--- src/rtl/std_timer_pkg.sv ---
// constants, field layout and types for the standard 16-bit timer
// assumes one 250 MHz system clock and a plain register port
package std_timer_pkg;
    localparam logic [2:0] ADDR_CTL0 = 3'h0;
    localparam logic [2:0] ADDR_CTL1 = 3'h1;
    localparam logic [2:0] ADDR_CNT_LO = 3'h2;
    localparam logic [2:0] ADDR_CNT_HI = 3'h3;
    localparam logic [2:0] ADDR_CMPA_LO = 3'h4;
    localparam logic [2:0] ADDR_CMPA_HI = 3'h5;
    localparam logic [2:0] ADDR_CMPP = 3'h6;
    localparam logic [2:0] ADDR_FLAGS = 3'h7;
    localparam logic [7:0] CTL0_RST = 8'h00;
    localparam logic [7:0] CTL1_RST = 8'h00;
    localparam logic [7:0] CTL0_MASK = 8'hF8;
    localparam int PAUSE_BIT = 7;
    localparam int ON_BIT = 3;
    localparam int HS_DIV = 2;
    localparam int SUB_DIV = 8;
    localparam int SYS4_DIV = 4;
    localparam int DIV16 = 16;
    localparam int DIV64 = 64;
    localparam logic [15:0] CNT_RST = 16'h0000;
    localparam logic [15:0] CNT_MAX = 16'hFFFF;

    typedef enum logic [1:0] {
        MODE_CMP = 2'h0,
        MODE_CAP = 2'h1,
        MODE_PWM = 2'h2,
        MODE_TMR = 2'h3
    } op_mode_type;

    typedef enum logic [2:0] {
        CK_SYS4 = 3'h0,
        CK_SYS = 3'h1,
        CK_H16 = 3'h2,
        CK_H64 = 3'h3,
        CK_SUB0 = 3'h4,
        CK_SUB1 = 3'h5,
        CK_PIN_RISE = 3'h6,
        CK_PIN_FALL = 3'h7
    } clk_src_type;

    typedef struct packed {
        logic pause_ctl;
        clk_src_type clk_src_sel;
        logic counter_on;
        logic [2:0] unused;
    } ctl0_type;

    typedef struct packed {
        op_mode_type op_mode_sel;
        logic [1:0] pin_function_sel;
        logic output_init_level;
        logic output_invert;
        logic duty_period_swap;
        logic clear_source_sel;
    } ctl1_type;

    typedef struct packed {
        logic [2:0] addr;
        logic [7:0] wdata;
        logic wr;
        logic rd;
    } reg_req_type;
endpackage

--- src/rtl/std_timer.sv ---
// standard 16-bit timer: counter, comparators A and P, output pin, capture
// assumes register master on sys_clk_i; pins are asynchronous to it
//
// Function
// - pause bit holds counter; clearing resumes from held value
// - three-bit field picks system/4, system, high/16, high/64, sub, pin edges
// - counter-on rising clears counter; falling keeps residual value
// - counter-on low stops counting and turns timer off
// - counter-on rising restores output initial level in compare/pwm modes
// - control 0 low three bits read zero
// - two-bit mode: compare, capture, pwm/single pulse, timer/counter
// - compare mode on A match: keep, low, high or toggle output
// - pwm mode function: inactive, active, pwm, single pulse
// - capture mode: rising, falling, both edges, or disabled
// - requested level equal to initial level gives no pin change
// - init level sets pre-match level or pwm active level
// - invert bit inverts output pin; ignored in timer/counter mode
// - swap bit exchanges period and duty roles of P and A
// - clear source one clears on A match, zero on P or overflow
// - overflow clear only when compare P is zero
// - clear source ignored in pwm, single pulse and capture modes
// - counter readable as low and high read-only bytes
// - compare A read/write pair, compare P single byte register
// - output pin undefined in timer/counter mode
// - 16-bit up counter on selected clock
// - compare P matches counter bits 15..8; zero means 65536 clocks
// - clear source one raises only A flag, never P flag, in compare and timer/counter modes
`timescale 1ns/1ps
module std_timer
    import std_timer_pkg::*;
(
    input wire logic sys_clk_i,
    input wire logic rst_i,
    input wire logic [2:0] addr_i,
    input wire logic [7:0] wdata_i,
    input wire logic wr_i,
    input wire logic rd_i,
    output logic [7:0] rdata_o,
    input wire logic ext_clock_pin_i,
    input wire logic capture_input_pin_i,
    input wire logic high_speed_clock_en_i,
    input wire logic sub_clock_en_i,
    output logic timer_output_pin_o,
    output logic timer_output_pin_oe_o,
    output logic cmp_a_flag_o,
    output logic cmp_p_flag_o
);
    // ************************************************************
    // register port
    // ************************************************************
    reg_req_type req;
    ctl0_type ctl0_r;
    ctl1_type ctl1_r;
    logic [15:0] cnt_r;
    logic [15:0] cmpa_r;
    logic [7:0] cmpp_r;
    logic cap_ev;
    logic [7:0] rdata_r;
    logic cmp_a_flag_r;
    logic cmp_p_flag_r;
    logic cap_flag_r;
    logic out_r;
    logic on_d_r;
    logic sp_done_r;
    logic [7:0] sys4_div_r;
    logic [7:0] h_div_r;
    logic ext_s1_r, ext_s2_r, ext_s3_r;
    logic cap_s1_r, cap_s2_r, cap_s3_r;

    assign req = '{addr: addr_i, wdata: wdata_i, wr: wr_i, rd: rd_i};

    wire wr_ctl0 = req.wr && req.addr == ADDR_CTL0;
    wire wr_ctl1 = req.wr && req.addr == ADDR_CTL1;
    wire wr_cmpa_lo = req.wr && req.addr == ADDR_CMPA_LO;
    wire wr_cmpa_hi = req.wr && req.addr == ADDR_CMPA_HI;
    wire wr_cmpp = req.wr && req.addr == ADDR_CMPP;
    wire wr_flags = req.wr && req.addr == ADDR_FLAGS;

    logic [7:0] rd_mux;
    always_comb begin
        unique case (req.addr)
            ADDR_CTL0: rd_mux = ctl0_r & CTL0_MASK;
            ADDR_CTL1: rd_mux = ctl1_r;
            ADDR_CNT_LO: rd_mux = cnt_r[7:0];
            ADDR_CNT_HI: rd_mux = cnt_r[15:8];
            ADDR_CMPA_LO: rd_mux = cmpa_r[7:0];
            ADDR_CMPA_HI: rd_mux = cmpa_r[15:8];
            ADDR_CMPP: rd_mux = cmpp_r;
            ADDR_FLAGS: rd_mux = {5'h00, cap_flag_r, cmp_p_flag_r,
                                  cmp_a_flag_r};
        endcase
    end

    always_ff @(posedge sys_clk_i) begin
        if (rst_i) begin
            rdata_r <= 8'h00;
        end else if (req.rd) begin
            rdata_r <= rd_mux;
        end else begin
            rdata_r <= 8'h00;
        end
    end
    assign rdata_o = rdata_r;

    always_ff @(posedge sys_clk_i) begin
        if (rst_i) begin
            ctl0_r <= CTL0_RST;
            ctl1_r <= CTL1_RST;
            cmpa_r <= CNT_RST;
            cmpp_r <= 8'h00;
        end else begin
            if (wr_ctl0) begin
                ctl0_r <= req.wdata & CTL0_MASK;
            end
            if (wr_ctl1) begin
                ctl1_r <= req.wdata;
            end
            if (wr_cmpa_lo) begin
                cmpa_r[7:0] <= req.wdata;
            end
            if (wr_cmpa_hi) begin
                cmpa_r[15:8] <= req.wdata;
            end
            // captured count lands in the compare A pair for software
            if (cap_ev) begin
                cmpa_r <= cnt_r;
            end
            if (wr_cmpp) begin
                cmpp_r <= req.wdata;
            end
        end
    end

    // ************************************************************
    // pin synchronisers and clock selection
    // ************************************************************
    always_ff @(posedge sys_clk_i) begin
        if (rst_i) begin
            ext_s1_r <= 1'b0;
            ext_s2_r <= 1'b0;
            ext_s3_r <= 1'b0;
            cap_s1_r <= 1'b0;
            cap_s2_r <= 1'b0;
            cap_s3_r <= 1'b0;
        end else begin
            ext_s1_r <= ext_clock_pin_i;
            ext_s2_r <= ext_s1_r;
            ext_s3_r <= ext_s2_r;
            cap_s1_r <= capture_input_pin_i;
            cap_s2_r <= cap_s1_r;
            cap_s3_r <= cap_s2_r;
        end
    end

    // dividers run free; phase vs counter-on is not aligned
    always_ff @(posedge sys_clk_i) begin
        if (rst_i) begin
            sys4_div_r <= 8'h00;
            h_div_r <= 8'h00;
        end else begin
            sys4_div_r <= (sys4_div_r == 8'(SYS4_DIV - 1)) ? 8'h00
                          : sys4_div_r + 8'h01;
            if (high_speed_clock_en_i) begin
                h_div_r <= (h_div_r == 8'(DIV64 - 1)) ? 8'h00
                           : h_div_r + 8'h01;
            end
        end
    end

    wire ext_rise = ext_s2_r && !ext_s3_r;
    wire ext_fall = !ext_s2_r && ext_s3_r;
    wire h16_tick = high_speed_clock_en_i && h_div_r[3:0] == 4'hF;
    wire h64_tick = high_speed_clock_en_i && h_div_r == 8'(DIV64 - 1);

    logic tick;
    always_comb begin
        unique case (clk_src_type'(ctl0_r.clk_src_sel))
            CK_SYS4: tick = sys4_div_r == 8'(SYS4_DIV - 1);
            CK_SYS: tick = 1'b1;
            CK_H16: tick = h16_tick;
            CK_H64: tick = h64_tick;
            CK_SUB0, CK_SUB1: tick = sub_clock_en_i;
            CK_PIN_RISE: tick = ext_rise;
            CK_PIN_FALL: tick = ext_fall;
        endcase
    end

    // ************************************************************
    // counter and comparators
    // ************************************************************
    wire on_rise = ctl0_r.counter_on && !on_d_r;
    wire run = ctl0_r.counter_on && !ctl0_r.pause_ctl;
    wire adv = run && tick;
    wire [1:0] mode = ctl1_r.op_mode_sel;
    wire cmp_like = mode == MODE_CMP || mode == MODE_TMR;
    wire ovf = adv && cnt_r == CNT_MAX;
    // top byte reaching P ends the period; zero means full wrap
    // overflow stands in for the P match only when P is zero
    wire p_hit = (cmpp_r == 8'h00) ? ovf
                 : adv && cnt_r == {cmpp_r - 8'h01, 8'hFF};
    wire a_hit = adv && cnt_r == cmpa_r;
    // clear source used only in compare and timer modes
    wire clr_a = cmp_like ? ctl1_r.clear_source_sel
                          : ctl1_r.duty_period_swap;
    // overflow clears only when P is zero (covered by p_hit)
    wire cnt_clr = clr_a ? a_hit : p_hit;
    wire set_p = p_hit && !(cmp_like && ctl1_r.clear_source_sel);

    always_ff @(posedge sys_clk_i) begin
        if (rst_i) begin
            cnt_r <= CNT_RST;
            on_d_r <= 1'b0;
        end else begin
            on_d_r <= ctl0_r.counter_on;
            if (on_rise) begin
                cnt_r <= CNT_RST;
            end else if (adv) begin
                cnt_r <= cnt_clr ? CNT_RST : cnt_r + 16'h0001;
            end
        end
    end

    // flags: set wins over software clear (write one to clear)
    always_ff @(posedge sys_clk_i) begin
        if (rst_i) begin
            cmp_a_flag_r <= 1'b0;
            cmp_p_flag_r <= 1'b0;
            cap_flag_r <= 1'b0;
        end else begin
            cmp_a_flag_r <= a_hit || (cmp_a_flag_r &&
                            !(wr_flags && req.wdata[0]));
            cmp_p_flag_r <= set_p || (cmp_p_flag_r &&
                            !(wr_flags && req.wdata[1]));
            cap_flag_r <= cap_ev || (cap_flag_r &&
                          !(wr_flags && req.wdata[2]));
        end
    end
    assign cmp_a_flag_o = cmp_a_flag_r;
    assign cmp_p_flag_o = cmp_p_flag_r;

    // ************************************************************
    // capture
    // ************************************************************
    wire cap_rise = cap_s2_r && !cap_s3_r;
    wire cap_fall = !cap_s2_r && cap_s3_r;
    always_comb begin
        unique case (ctl1_r.pin_function_sel)
            2'h0: cap_ev = cap_rise;
            2'h1: cap_ev = cap_fall;
            2'h2: cap_ev = cap_rise || cap_fall;
            2'h3: cap_ev = 1'b0;
        endcase
        cap_ev = cap_ev && mode == MODE_CAP && ctl0_r.counter_on;
    end

    // ************************************************************
    // output pin
    // ************************************************************
    wire [15:0] duty = ctl1_r.duty_period_swap ? {cmpp_r, 8'h00} : cmpa_r;
    wire pwm_act = cnt_r < duty;
    logic out_nxt;
    always_comb begin
        out_nxt = out_r;
        if (on_rise) begin
            out_nxt = ctl1_r.output_init_level;
        end else if (mode == MODE_CMP && a_hit) begin
            unique case (ctl1_r.pin_function_sel)
                2'h0: out_nxt = out_r;
                2'h1: out_nxt = 1'b0;
                2'h2: out_nxt = 1'b1;
                2'h3: out_nxt = !out_r;
            endcase
        end else if (mode == MODE_PWM) begin
            unique case (ctl1_r.pin_function_sel)
                2'h0: out_nxt = !ctl1_r.output_init_level;
                2'h1: out_nxt = ctl1_r.output_init_level;
                2'h2: out_nxt = pwm_act ~^ ctl1_r.output_init_level;
                2'h3: out_nxt = (pwm_act && !sp_done_r && run)
                                ~^ ctl1_r.output_init_level;
            endcase
        end
    end

    always_ff @(posedge sys_clk_i) begin
        if (rst_i) begin
            out_r <= 1'b0;
            sp_done_r <= 1'b0;
        end else begin
            out_r <= out_nxt;
            if (on_rise) begin
                sp_done_r <= 1'b0;
            end else if (mode == MODE_PWM && cnt_clr) begin
                sp_done_r <= 1'b1;
            end
        end
    end

    // no inversion and no drive in timer/counter mode
    assign timer_output_pin_o = (mode == MODE_TMR) ? 1'b0
                                : out_r ^ ctl1_r.output_invert;
    assign timer_output_pin_oe_o = mode != MODE_TMR && mode != MODE_CAP;

    // ************************************************************
    // assertions
    // ************************************************************
    property p_on_clear;
        @(posedge sys_clk_i) disable iff (rst_i)
        on_rise |=> cnt_r == CNT_RST;
    endproperty
    a_on_clear: assert property (p_on_clear)
        else $error("counter not cleared on switch on");

    property p_pause_hold;
        @(posedge sys_clk_i) disable iff (rst_i)
        (ctl0_r.pause_ctl && !on_rise) |=> $stable(cnt_r);
    endproperty
    a_pause_hold: assert property (p_pause_hold)
        else $error("counter moved while paused");

    property p_off_hold;
        @(posedge sys_clk_i) disable iff (rst_i)
        !ctl0_r.counter_on |=> $stable(cnt_r);
    endproperty
    a_off_hold: assert property (p_off_hold)
        else $error("counter moved while off");

    property p_init_level;
        @(posedge sys_clk_i) disable iff (rst_i)
        on_rise && mode != MODE_TMR && mode != MODE_CAP
        |=> out_r == $past(ctl1_r.output_init_level);
    endproperty
    a_init_level: assert property (p_init_level)
        else $error("output not at initial level");

    property p_ctl0_low;
        @(posedge sys_clk_i) disable iff (rst_i)
        rd_i && addr_i == ADDR_CTL0 |=> rdata_o[2:0] == 3'h0;
    endproperty
    a_ctl0_low: assert property (p_ctl0_low)
        else $error("unimplemented bits not zero");

    property p_no_p_flag;
        @(posedge sys_clk_i) disable iff (rst_i)
        cmp_like && ctl1_r.clear_source_sel && !cmp_p_flag_r
        |=> !cmp_p_flag_r;
    endproperty
    a_no_p_flag: assert property (p_no_p_flag)
        else $error("p flag raised with a clear source");

    property p_cmp_high;
        @(posedge sys_clk_i) disable iff (rst_i)
        mode == MODE_CMP && a_hit && !on_rise
        && ctl1_r.pin_function_sel == 2'h2 |=> out_r;
    endproperty
    a_cmp_high: assert property (p_cmp_high)
        else $error("output not high after match");

    property p_cnt_step;
        @(posedge sys_clk_i) disable iff (rst_i)
        adv && !on_rise && !cnt_clr |=> cnt_r == $past(cnt_r) + 16'h0001;
    endproperty
    a_cnt_step: assert property (p_cnt_step)
        else $error("counter did not step by one");

    property p_a_clear;
        @(posedge sys_clk_i) disable iff (rst_i)
        cmp_like && ctl1_r.clear_source_sel && a_hit && !on_rise
        |=> cnt_r == CNT_RST;
    endproperty
    a_a_clear: assert property (p_a_clear)
        else $error("a match did not clear counter");

    c_a_hit: cover property (@(posedge sys_clk_i) a_hit);
    c_p_hit: cover property (@(posedge sys_clk_i) p_hit);
    c_cap: cover property (@(posedge sys_clk_i) cap_ev);
endmodule

--- config.mk ---
export PLATFORM = sky130hd
export DESIGN_NAME = std_timer
export DESIGN_NICKNAME = d
export VERILOG_FILES = /design/src/rtl/std_timer_pkg.sv /design/src/rtl/std_timer.sv
export SDC_FILE = /design/constraint.sdc
export NUM_CORES = 1
export LEC_CHECK = 0
export BUFFER_PORTS_ARGS = -buffer_cell sky130_fd_sc_hd__buf_2
export CAP_MARGIN = 15
export CORE_MARGIN = 2
export CORE_UTILIZATION = 40
export DETAILED_ROUTE_END_ITERATION = 10
export GPL_TIMING_DRIVEN = 0
export PLACE_DENSITY = 0.62
export SLEW_MARGIN = 0
export SYNTH_ARGS = -nofsm -noshare
export SYNTH_HDL_FRONTEND = slang
export SYNTH_SLANG_ARGS = --single-unit
--- constraint.sdc ---
create_clock -name sys_clk_i -period 3.5 [get_ports sys_clk_i]
set_input_delay 0.525 -clock sys_clk_i [delete_from_list [all_inputs] [get_ports sys_clk_i]]
set_output_delay 0.525 -clock sys_clk_i [all_outputs]
set_load 0.005 [all_outputs]
* Yosys cells after proc, flatten, opt, wreduce, memory -nomap -nowiden
Index checks and enable logic that the tools add are counted.
** Cells by class
- $add $sub $neg :: 4
- Multipliers :: 0
- Div/mod/pow operators :: 0
- Order comparisons :: 1
- Equality and inequality tests :: 29
- Shift-type cells :: 0
- Multiplexer cells :: 18
- Bitwise logic cells :: 4
- Reductions and logical operators :: 64
** Operators with widths (number)
- case mux 8 bit (8 select lines) :: 1
- 2-to-1 mux 16 bit :: 3
- logical AND 1 bit :: 33
- == test 16 bit :: 2
- == test 3 bit, second input constant :: 8
- 2-to-1 mux 8 bit :: 3
- adder 16 x 1 -> 16 bit, second input constant :: 1
- adder 8 x 1 -> 8 bit, second input constant :: 2
- == test 16 bit, second input constant :: 1
- < comparator 16 bit :: 1
- logical NOT 1 bit :: 13
- == test 3 x 2 -> 1 bit, second input constant :: 4
- == test 2 bit, second input constant :: 4
- == test 8 x 2 -> 1 bit, second input constant :: 1
- == test 8 x 6 -> 1 bit, second input constant :: 1
- logical NOT 8 bit :: 1
- case mux 1 bit (4 select lines) :: 2
- OR reduction 2 bit :: 4
- subtractor 8 x 1 -> 8 bit, second input constant :: 1
- 2-to-1 mux 1 bit :: 7
- case mux 1 bit (7 select lines) :: 1
- == test 3 x 1 -> 1 bit, second input constant :: 2
- logical NOT 3 bit :: 2
- logical OR 1 bit :: 5
- 13 further kinds :: 17
** Storage, ports and cells
- Register bits after elaboration :: 89
- Latch bits :: 0
- Bits in writable memories :: 0
- Memory bits (read-only) :: 0
- Bits of input ports :: 19
- Output and inout bits :: 12
- Logic and storage cells :: 148
- Memories :: 0

* Depth between registers and ports, before layout
Gate-level depths: netlist (run 1).
- Word-level depth :: 9
- Mapped depth :: 12
- Mapped depth without buffers :: 9

* Least setup slack after synthesis (run 1)
OpenSTA, ideal clock, no wires.
- Path kind :: reg2reg
- Start point :: reg ctl1_r[1] (netlist bit)
- End point :: reg out_r
- Library setup time :: 0.086 ns
- Arrival time :: 2.481 ns
- Required time :: 3.414 ns
- Slack :: 0.933 ns
- Cell stages (with the launch flop) :: 12
- Path buffers :: 2
- Clock period less this slack :: 2.567 ns
- Cells stage by stage :: dfxtp_1 -> buf_4 -> clkbuf_1 -> mux2i_1 -> ha_1 -> a21o_1 -> a21oi_1 -> o32ai_1 -> a221oi_2 -> mux2i_1 -> a211o_1 -> a211oi_1
** Between the ends
- Word-level cells in the longest chain between the ends :: 9
- Elaborated cells between the ends (all ways) :: 10
- Those cells by class :: 1 x order compare; 5 x mux; 2 x bitwise; 2 x reduce/logical
** Ends and longest elaborated chain
- start: declaration :: RTL line std_timer.sv:53 : ctl1_type ctl1_r;
- start signal: assignment :: RTL line std_timer.sv:116 : ctl1_r <= req.wdata;
- 2-to-1 mux 16 bit * :: RTL line std_timer.sv:259 : wire [15:0] duty = ctl1_r.duty_period_swap ? {cmpp_r, 8'h00} : cmpa_r;
- < comparator 16 bit * :: RTL line std_timer.sv:260 : wire pwm_act = cnt_r < duty;
- logical AND 1 bit (2 in series) :: RTL line std_timer.sv:278 : 2'h3: out_nxt = (pwm_act && !sp_done_r && run)
- bitwise XNOR 1 bit :: RTL line std_timer.sv:278
- case mux 1 bit (4 select lines) * :: RTL line std_timer.sv:274 : unique case (ctl1_r.pin_function_sel)
- 2-to-1 mux 1 bit * :: RTL line std_timer.sv:273 : end else if (mode == MODE_PWM) begin
- 2-to-1 mux 1 bit * :: RTL line std_timer.sv:266 : end else if (mode == MODE_CMP && a_hit) begin
- 2-to-1 mux 1 bit * :: RTL line std_timer.sv:264 : if (on_rise) begin
- end signal: assignment :: RTL line std_timer.sv:289 : out_r <= out_nxt;
- end: declaration :: RTL line std_timer.sv:62 : logic out_r;
Every way passes the cells marked *; elsewhere a longest branch is shown, timed or not. The select of a mux whose other input is x is not followed.
A chain may end at the register's enable or synchronous reset.

* Final worst setup path (run 1)
Ends and elaborated chain as after synthesis.

==> run_results.csv, run 1 <==
group,metric,value,unit
logic_synthesis,yosys_warnings,0,
global_route,antenna_found_initial,0,
clocking,clk_pin_slew,0.07,ns
worst_setup_path,start_kind,"register",
sta,setup_viol,0,
route,antenna_left,0,
sta,rsz0062_at_grt,"false",
logic_synthesis,synth_area_per_cell,8.44,sq um
worst_setup_path,worstSetupEndpointType,"register",
cells_and_area,syn_to_final_growth,12.3,%
sta,period_share,90.8,%
route,via_per_inst,5.71,
worst_setup_path,worst_ep_arrival_time,3.44,ns
floorplanning,ios,31,
route,firstDrtPassIters,6,
worst_setup_path,required,3.76,ns
sta,finalCriticalPeriod,3.18,ns
clocking,cts_resized,0,
floorplanning,num_rows,42,
min_path,whs_path_depth,2,
worst_setup_path,reg2reg_depth,11,
placement,place.gp.congestion,0.935,
job,drv_cap,0,
worst_setup_path,crit_path_end,"out_r",
sta,setup_tns,0,ns
floorplanning,die_width,120,um
clocking,h-tree-depth,3,
clocking,postCtsSetupBuffers,0,
power,p_leak,2.29,nW
floorplanning,die-area,14400,sq um
global_route,overflow,0,
worst_setup_path,cpPeakStageDelay,0.57,ns
cells_and_area,antenna_cells,0,
route,postRouteWirelength,16.4,mm
logic_synthesis,ys_ff_latch,89,
global_route,grt_pass1_wl,25.3,mm
clocking,clock-sinks,89,
sta,worst_pin_slew,0.901,ns
clocking,cts_tree,"built",
logic_synthesis,syn_nets,681,
global_route,grt_pass1_vias,4819,
global_route,grt_max_degree,19,
worst_setup_path,r2r-end,"out_r",
logic_synthesis,synth.distinct_cells,71,
placement,pre_cts_slack,0.401,ns
placement,io_buffers,29,
logic_synthesis,synthArstFlopShare,0,%
floorplanning,die_y,120,um
sta,holdWs,0.392,ns
route,drc,0,
logic_synthesis,seq_area_frac_synth,33.1,%
route,detail_route.wl_per_cell,19.1,um
worst_setup_path,r2r_slack,0.32,ns
global_route,grtUsageTotal,22.8,%
min_path,hold_start,"capture_input_pin_i",
sta,final-hold-violation-count,0,
clocking,hold_buffers,0,
floorplanning,core_area,13200,sq um
sta,fin_skew,0.00879,ns
clocking,numCtsBuffers,9,
worst_setup_path,crit_start,"ctl1_r[1]",
route,drtIter0Drc,382,
worst_setup_path,worstReg2RegStart,"ctl1_r[1]",
status,status,"finished clean",
worst_setup_path,path_common_cell,"mux2i_1",
min_path,hold_class,"input pin to register",
clocking,root_buffer,"clkbuf_16",
cells_and_area,layout-drive-gt1-share,11.9,%
logic_synthesis,synthesis.area,5380,sq um
cells_and_area,layout.nets,721,
power,power_density,369,nW/um^2
cells_and_area,final_util,45.8,%
worst_setup_path,critical_path.slowest_cell,"clkbuf_1",
logic_synthesis,synthFlopType,"dfxtp_1",
clocking,clock_latency,0.35,ns
clocking,clockBufferDepth,2,
worst_setup_path,worstPathMaxFanout,10,
route,routed-via-count,4896,
sta,drv_slew,0,
sta,clock.fmax,315,MHz
floorplanning,initial_utilization,40.8,%
sta,max_slew_margin,39.6,%
worst_setup_path,path_class,"register to register",
placement,place_hpwl,12.1,mm
power,ir_drop,0.293,mV
logic_synthesis,synthCells,637,
logic_synthesis,synth-edff-count,0,
worst_setup_path,crit_chain,"buf_4, clkbuf_1, mux2i_1, ha_1, a21o_1, a21oi_1, o32ai_1, a221oi_2, mux2i_1, a211o_1, a211oi_1",
sta,setup_ws,0.322,ns
flip-flops by register name, summed over array words and instances, names as in the netlist, 5 cells and up:
name and count:
ctl1_r 6, cmpa_r 16, sys4_div_r 8, cnt_r 16, cmpp_r 8, ctl0_r 5, rdata_o 8, h_div_r 8
per-layer routing:
layer	track usage, %	wire length (um)	up-vias	part of all wire (%)
met5	0	0	-	0
met4	8.60	552	0	3.4
met3	4.13	1200	47	7.3
met2	36.8	7410	197	45
met1	30.2	7240	2325	44
li1	-	-	2327	-
stage by stage:
step	cells	cell area (sq um)	total power (W)
finish	858	6040	0.00223
global route	858	6040	0.00231
CTS	858	6040	0.00224
detailed placement	842	5740	0.00129
global placement	842	5740	0.00128
floorplan	637	5380	0.00121
worst min-delay path by stage:
stage,slack [ns],to
after detailed placement,0.43,cap_s2_r
after CTS,0.39,cap_s1_r
after global placement,0.43,cap_s2_r
final,0.39,cap_s1_r
after global routing,0.39,cap_s1_r
after floorplan,0.41,cap_s2_r
power breakdown:
group          internal (W)  switching [W]
registers           0.00103      0.0000236
clock network      0.000502       0.000451
logic             0.0000838       0.000132
synth_stat cells, types with 3 or more instances:
cell,n,share of area [%]
nor2b_1,8,0.93
clkbuf_1,23,1.6
a31oi_1,4,0.47
nor3_1,9,0.84
o21ai_0,12,1.1
nand2b_1,16,1.9
a211oi_1,18,2.5
buf_1,4,0.28
buf_6,7,1.5
mux2_2,6,1.3
nand2_1,56,3.9
mux2i_1,40,7.4
and3_1,8,0.93
a2111oi_0,3,0.49
o22ai_1,3,0.35
inv_1,15,1.0
xnor2_1,24,3.9
dfxtp_1,89,33
nor4_1,4,0.47
a221oi_1,3,0.49
nand3_1,18,1.7
nor2_1,92,6.4
nand4_1,14,1.6
nor4b_1,3,0.49
xor2_1,23,3.7
o211ai_1,3,0.42
a211o_1,3,0.49
a21oi_1,46,4.3
buf_4,3,0.42
ha_1,25,5.8
or3_1,4,0.47
critical path, delay by kind of cell, from the launching register on:
family	cells	cell delay [ns]
muxes	2	0.42
AOI/OAI and AO/OA	6	1.32
DFF	1	0.33
adders and majority gates	1	0.28
buffers and inverters	2	0.73
cells by family after synthesis:
kind of cell	after synthesis	share of synthesized area, %
buf+inv	57	5.89
compound gates	119	14.8
simple gates	253	23.6
mux	47	9.12
fa+ha+maj	25	5.82
xor+xnor	47	7.66
flops	89	33.1
placed cells by master, fill, tap and decap left out, types with 4 or more instances in the layout:
cell,n
buf_6,7
nor2b_1,8
inv_1,15
and3_1,8
o21ai_0,12
xor2_1,23
buf_2,31
ha_1,25
clkbuf_1,23
mux2i_1,40
clkbuf_16,9
dfxtp_1,89
nor2_1,92
or3_1,4
nor3_1,9
nand2_1,56
nand4_1,14
a21oi_1,46
nand2b_1,16
mux2_2,6
a31oi_1,4
nor4_1,4
nand3_1,18
buf_1,4
a211oi_1,18
xnor2_1,24
final cells by class:
cell class / count / area, sq um
Inverter: 15 / 56.3
Clock inverter: 7 / 72.6
Multi-Input combinational cell: 491 / 3280
Tap cell: 176 / 220
Sequential cell: 89 / 1780
Fill cell: 1294 / 7150
Timing Repair Buffer: 29 / 145
Clock buffer: 9 / 225
Buffer: 42 / 260
Power figures use the tool's default switching activity.
==> inputs of run 2 (changes only) <==
Settings changed: BUFFER_PORTS_ARGS -buffer_cell sky130_fd_sc_hd__buf_2 to default, DONT_BUFFER_PORTS from default to 1, PLACE_DENSITY 0.62 to 0.6.
==> run 2 against run 1 <==
Effect of this change:
- sequential cell count did not move
- largest cell class unchanged
- count of clock-buffer cells in the layout rose by 1
- highest routed layer unchanged
- critical path depth stayed put
==> run_results.csv, run 2 (synthesized netlist as in run 1, its figures left out) <==
group,metric,value,unit
sta,setup_tns,0,ns
power,finalPower,0.00224,W
route,detail_route.wl_per_cell,19.8,um
worst_setup_path,r2r_slack,0.40,ns
clocking,h-tree-depth,3,
global_route,grt_pass1_wl,25.3,mm
floorplanning,num_rows,42,
sta,final-hold-violation-count,0,
worst_setup_path,reg2reg_depth,11,
worst_setup_path,required,3.76,ns
cells_and_area,antenna_cells,0,
cells_and_area,seq_area,1780,sq um
floorplanning,die_width,120,um
sta,worst_pin_slew,0.860,ns
route,drtIter0Drc,391,
clocking,clockBufferDepth,2,
worst_setup_path,worstReg2RegStart,"ctl1_r[1]",
min_path,min_to,"ext_s1_r",
worst_setup_path,start_kind,"register",
worst_setup_path,worstPathMaxFanout,10,
sta,fin_skew,0.00585,ns
min_path,hold_start,"ext_clock_pin_i",
placement,place.gp.congestion,0.937,
min_path,whs_path_depth,1,
sta,finalCriticalPeriod,3.10,ns
cells_and_area,multi_input_area,3280,sq um
job,drv_cap,0,
cells_and_area,syn_to_final_growth,9.68,%
cells_and_area,layout.nets,692,
cells_and_area,layout_commonest_cell,"nor2_1",
floorplanning,die_y,120,um
clocking,root_buffer,"clkbuf_16",
sta,setup_viol,0,
floorplanning,die-area,14400,sq um
worst_setup_path,crit_chain,"buf_4, clkbuf_1, mux2i_1, ha_1, a21o_1, a21oi_1, o32ai_1, a221oi_2, mux2i_1, a211o_1, a211oi_1",
clocking,cts_tree,"built",
clocking,postCtsSetupBuffers,0,
route,via_per_inst,5.77,
sta,max_slew_margin,42.4,%
route,antenna_left,0,
power,power_density,381,nW/um^2
worst_setup_path,cpPeakStageDelay,0.56,ns
worst_setup_path,path_common_cell,"mux2i_1",
route,routed-via-count,4777,
worst_setup_path,r2r-end,"out_r",
route,firstDrtPassIters,6,
route,postRouteWirelength,16.4,mm
global_route,antenna_found_initial,0,
cells_and_area,layout-drive-gt1-share,7.82,%
global_route,grt_pass1_vias,4576,
clocking,cts_resized,0,
sta,rsz0062_at_grt,"false",
worst_setup_path,worst_ep_arrival_time,3.36,ns
power,ir_drop,0.385,mV
clocking,clock-sinks,89,
cells_and_area,reg.largest.list,"cmpa_r x16, cnt_r x16",
sta,drv_slew,0,
worst_setup_path,path_class,"register to register",
global_route,grtUsageTotal,23.1,%
sta,period_share,88.6,%
global_route,overflow,0,
sta,clock.fmax,323,MHz
floorplanning,core_area,13200,sq um
floorplanning,initial_utilization,40.8,%
status,status,"finished clean",
cells_and_area,fillers,1319,
power,p_leak,2.17,nW
clocking,numCtsBuffers,9,
min_path,hold_class,"input pin to register",
floorplanning,ios,31,
clocking,clk_pin_slew,0.07,ns
worst_setup_path,cp_top_family,"compound AO/OA/AOI/OAI gates",
worst_setup_path,critical_path.slowest_cell,"clkbuf_1",
placement,place_hpwl,12.1,mm
cells_and_area,most-common-layout-cells,"nor2_1, dfxtp_1, nand2_1, a21oi_1, mux2i_1",
worst_setup_path,worst-path-buf-inv,2,
worst_setup_path,worstSetupEndpointType,"register",
route,drc,0,
global_route,grt_max_degree,16,
clocking,hold_buffers,0,
clocking,clock_latency,0.35,ns
placement,io_buffers,0,
[run 2: cell count changes in the layout (fill, tap and decap cells not counted)]
cell	change
inv_6	+2
clkbuf_8	+1
inv_8	-2
bufinv_16	+1
clkinv_2	+1
clkinv_4	-2
clkinvlp_4	-1
clkinv_8	-1
buf_2	-29
[run 2: how the worst max path moves through the flow]
| stage | startpoint | end | slack [ns] | cells after the start |
|---|---|---|---|---|
| after floorplan | ctl1_r[1] | out_r | 0.93 | 11 |
| after global placement | ctl1_r[1] | out_r | 0.49 | 11 |
| after detailed placement | ctl1_r[1] | out_r | 0.41 | 11 |
| after CTS | ctl1_r[1] | out_r | 0.39 | 11 |
| after global routing | ctl1_r[1] | out_r | 0.22 | 11 |
| final | ctl1_r[1] | out_r | 0.40 | 11 |
[run 2: per-layer routing]
metal	vias up	GRT usage, %	routed length, um
met3	38	5.85	1210
met4	0	7.21	455
met2	178	36.9	7540
li1	2273	-	-
met1	2288	30.6	7160
met5	-	0	0
[run 2: area by class of cell]
type	instances	area share (%)
sequential	89	30.2
buffer	42	4.41
inverter	15	0.955
clock buffer	10	4.05
tap	176	3.74
clock inverter	5	1.04
multi-input combinational	491	55.6
[run 2: per-stage QoR]
| stage | util (%) | std cells | setup WS (ns) | area (sq um) | hold slack, ns |
|---|---|---|---|---|---|
| after floorplan | - | 637 | 0.933 | 5380 | 0.414 |
| after global placement | 42.4 | 813 | 0.488 | 5600 | 0.432 |
| after detailed placement | 42.4 | 813 | 0.411 | 5600 | 0.443 |
| after CTS | 44.7 | 828 | 0.386 | 5900 | 0.295 |
| after global routing | 44.7 | 828 | 0.225 | 5900 | 0.298 |
| final | 44.7 | 828 | 0.399 | 5900 | 0.308 |
[run 2: power breakdown]
part	internal [W]	switching, W
combinational	0.0000749	0.000111
sequential	0.00103	0.0000244
clock	0.000576	0.000425
total	0.00168	0.000560
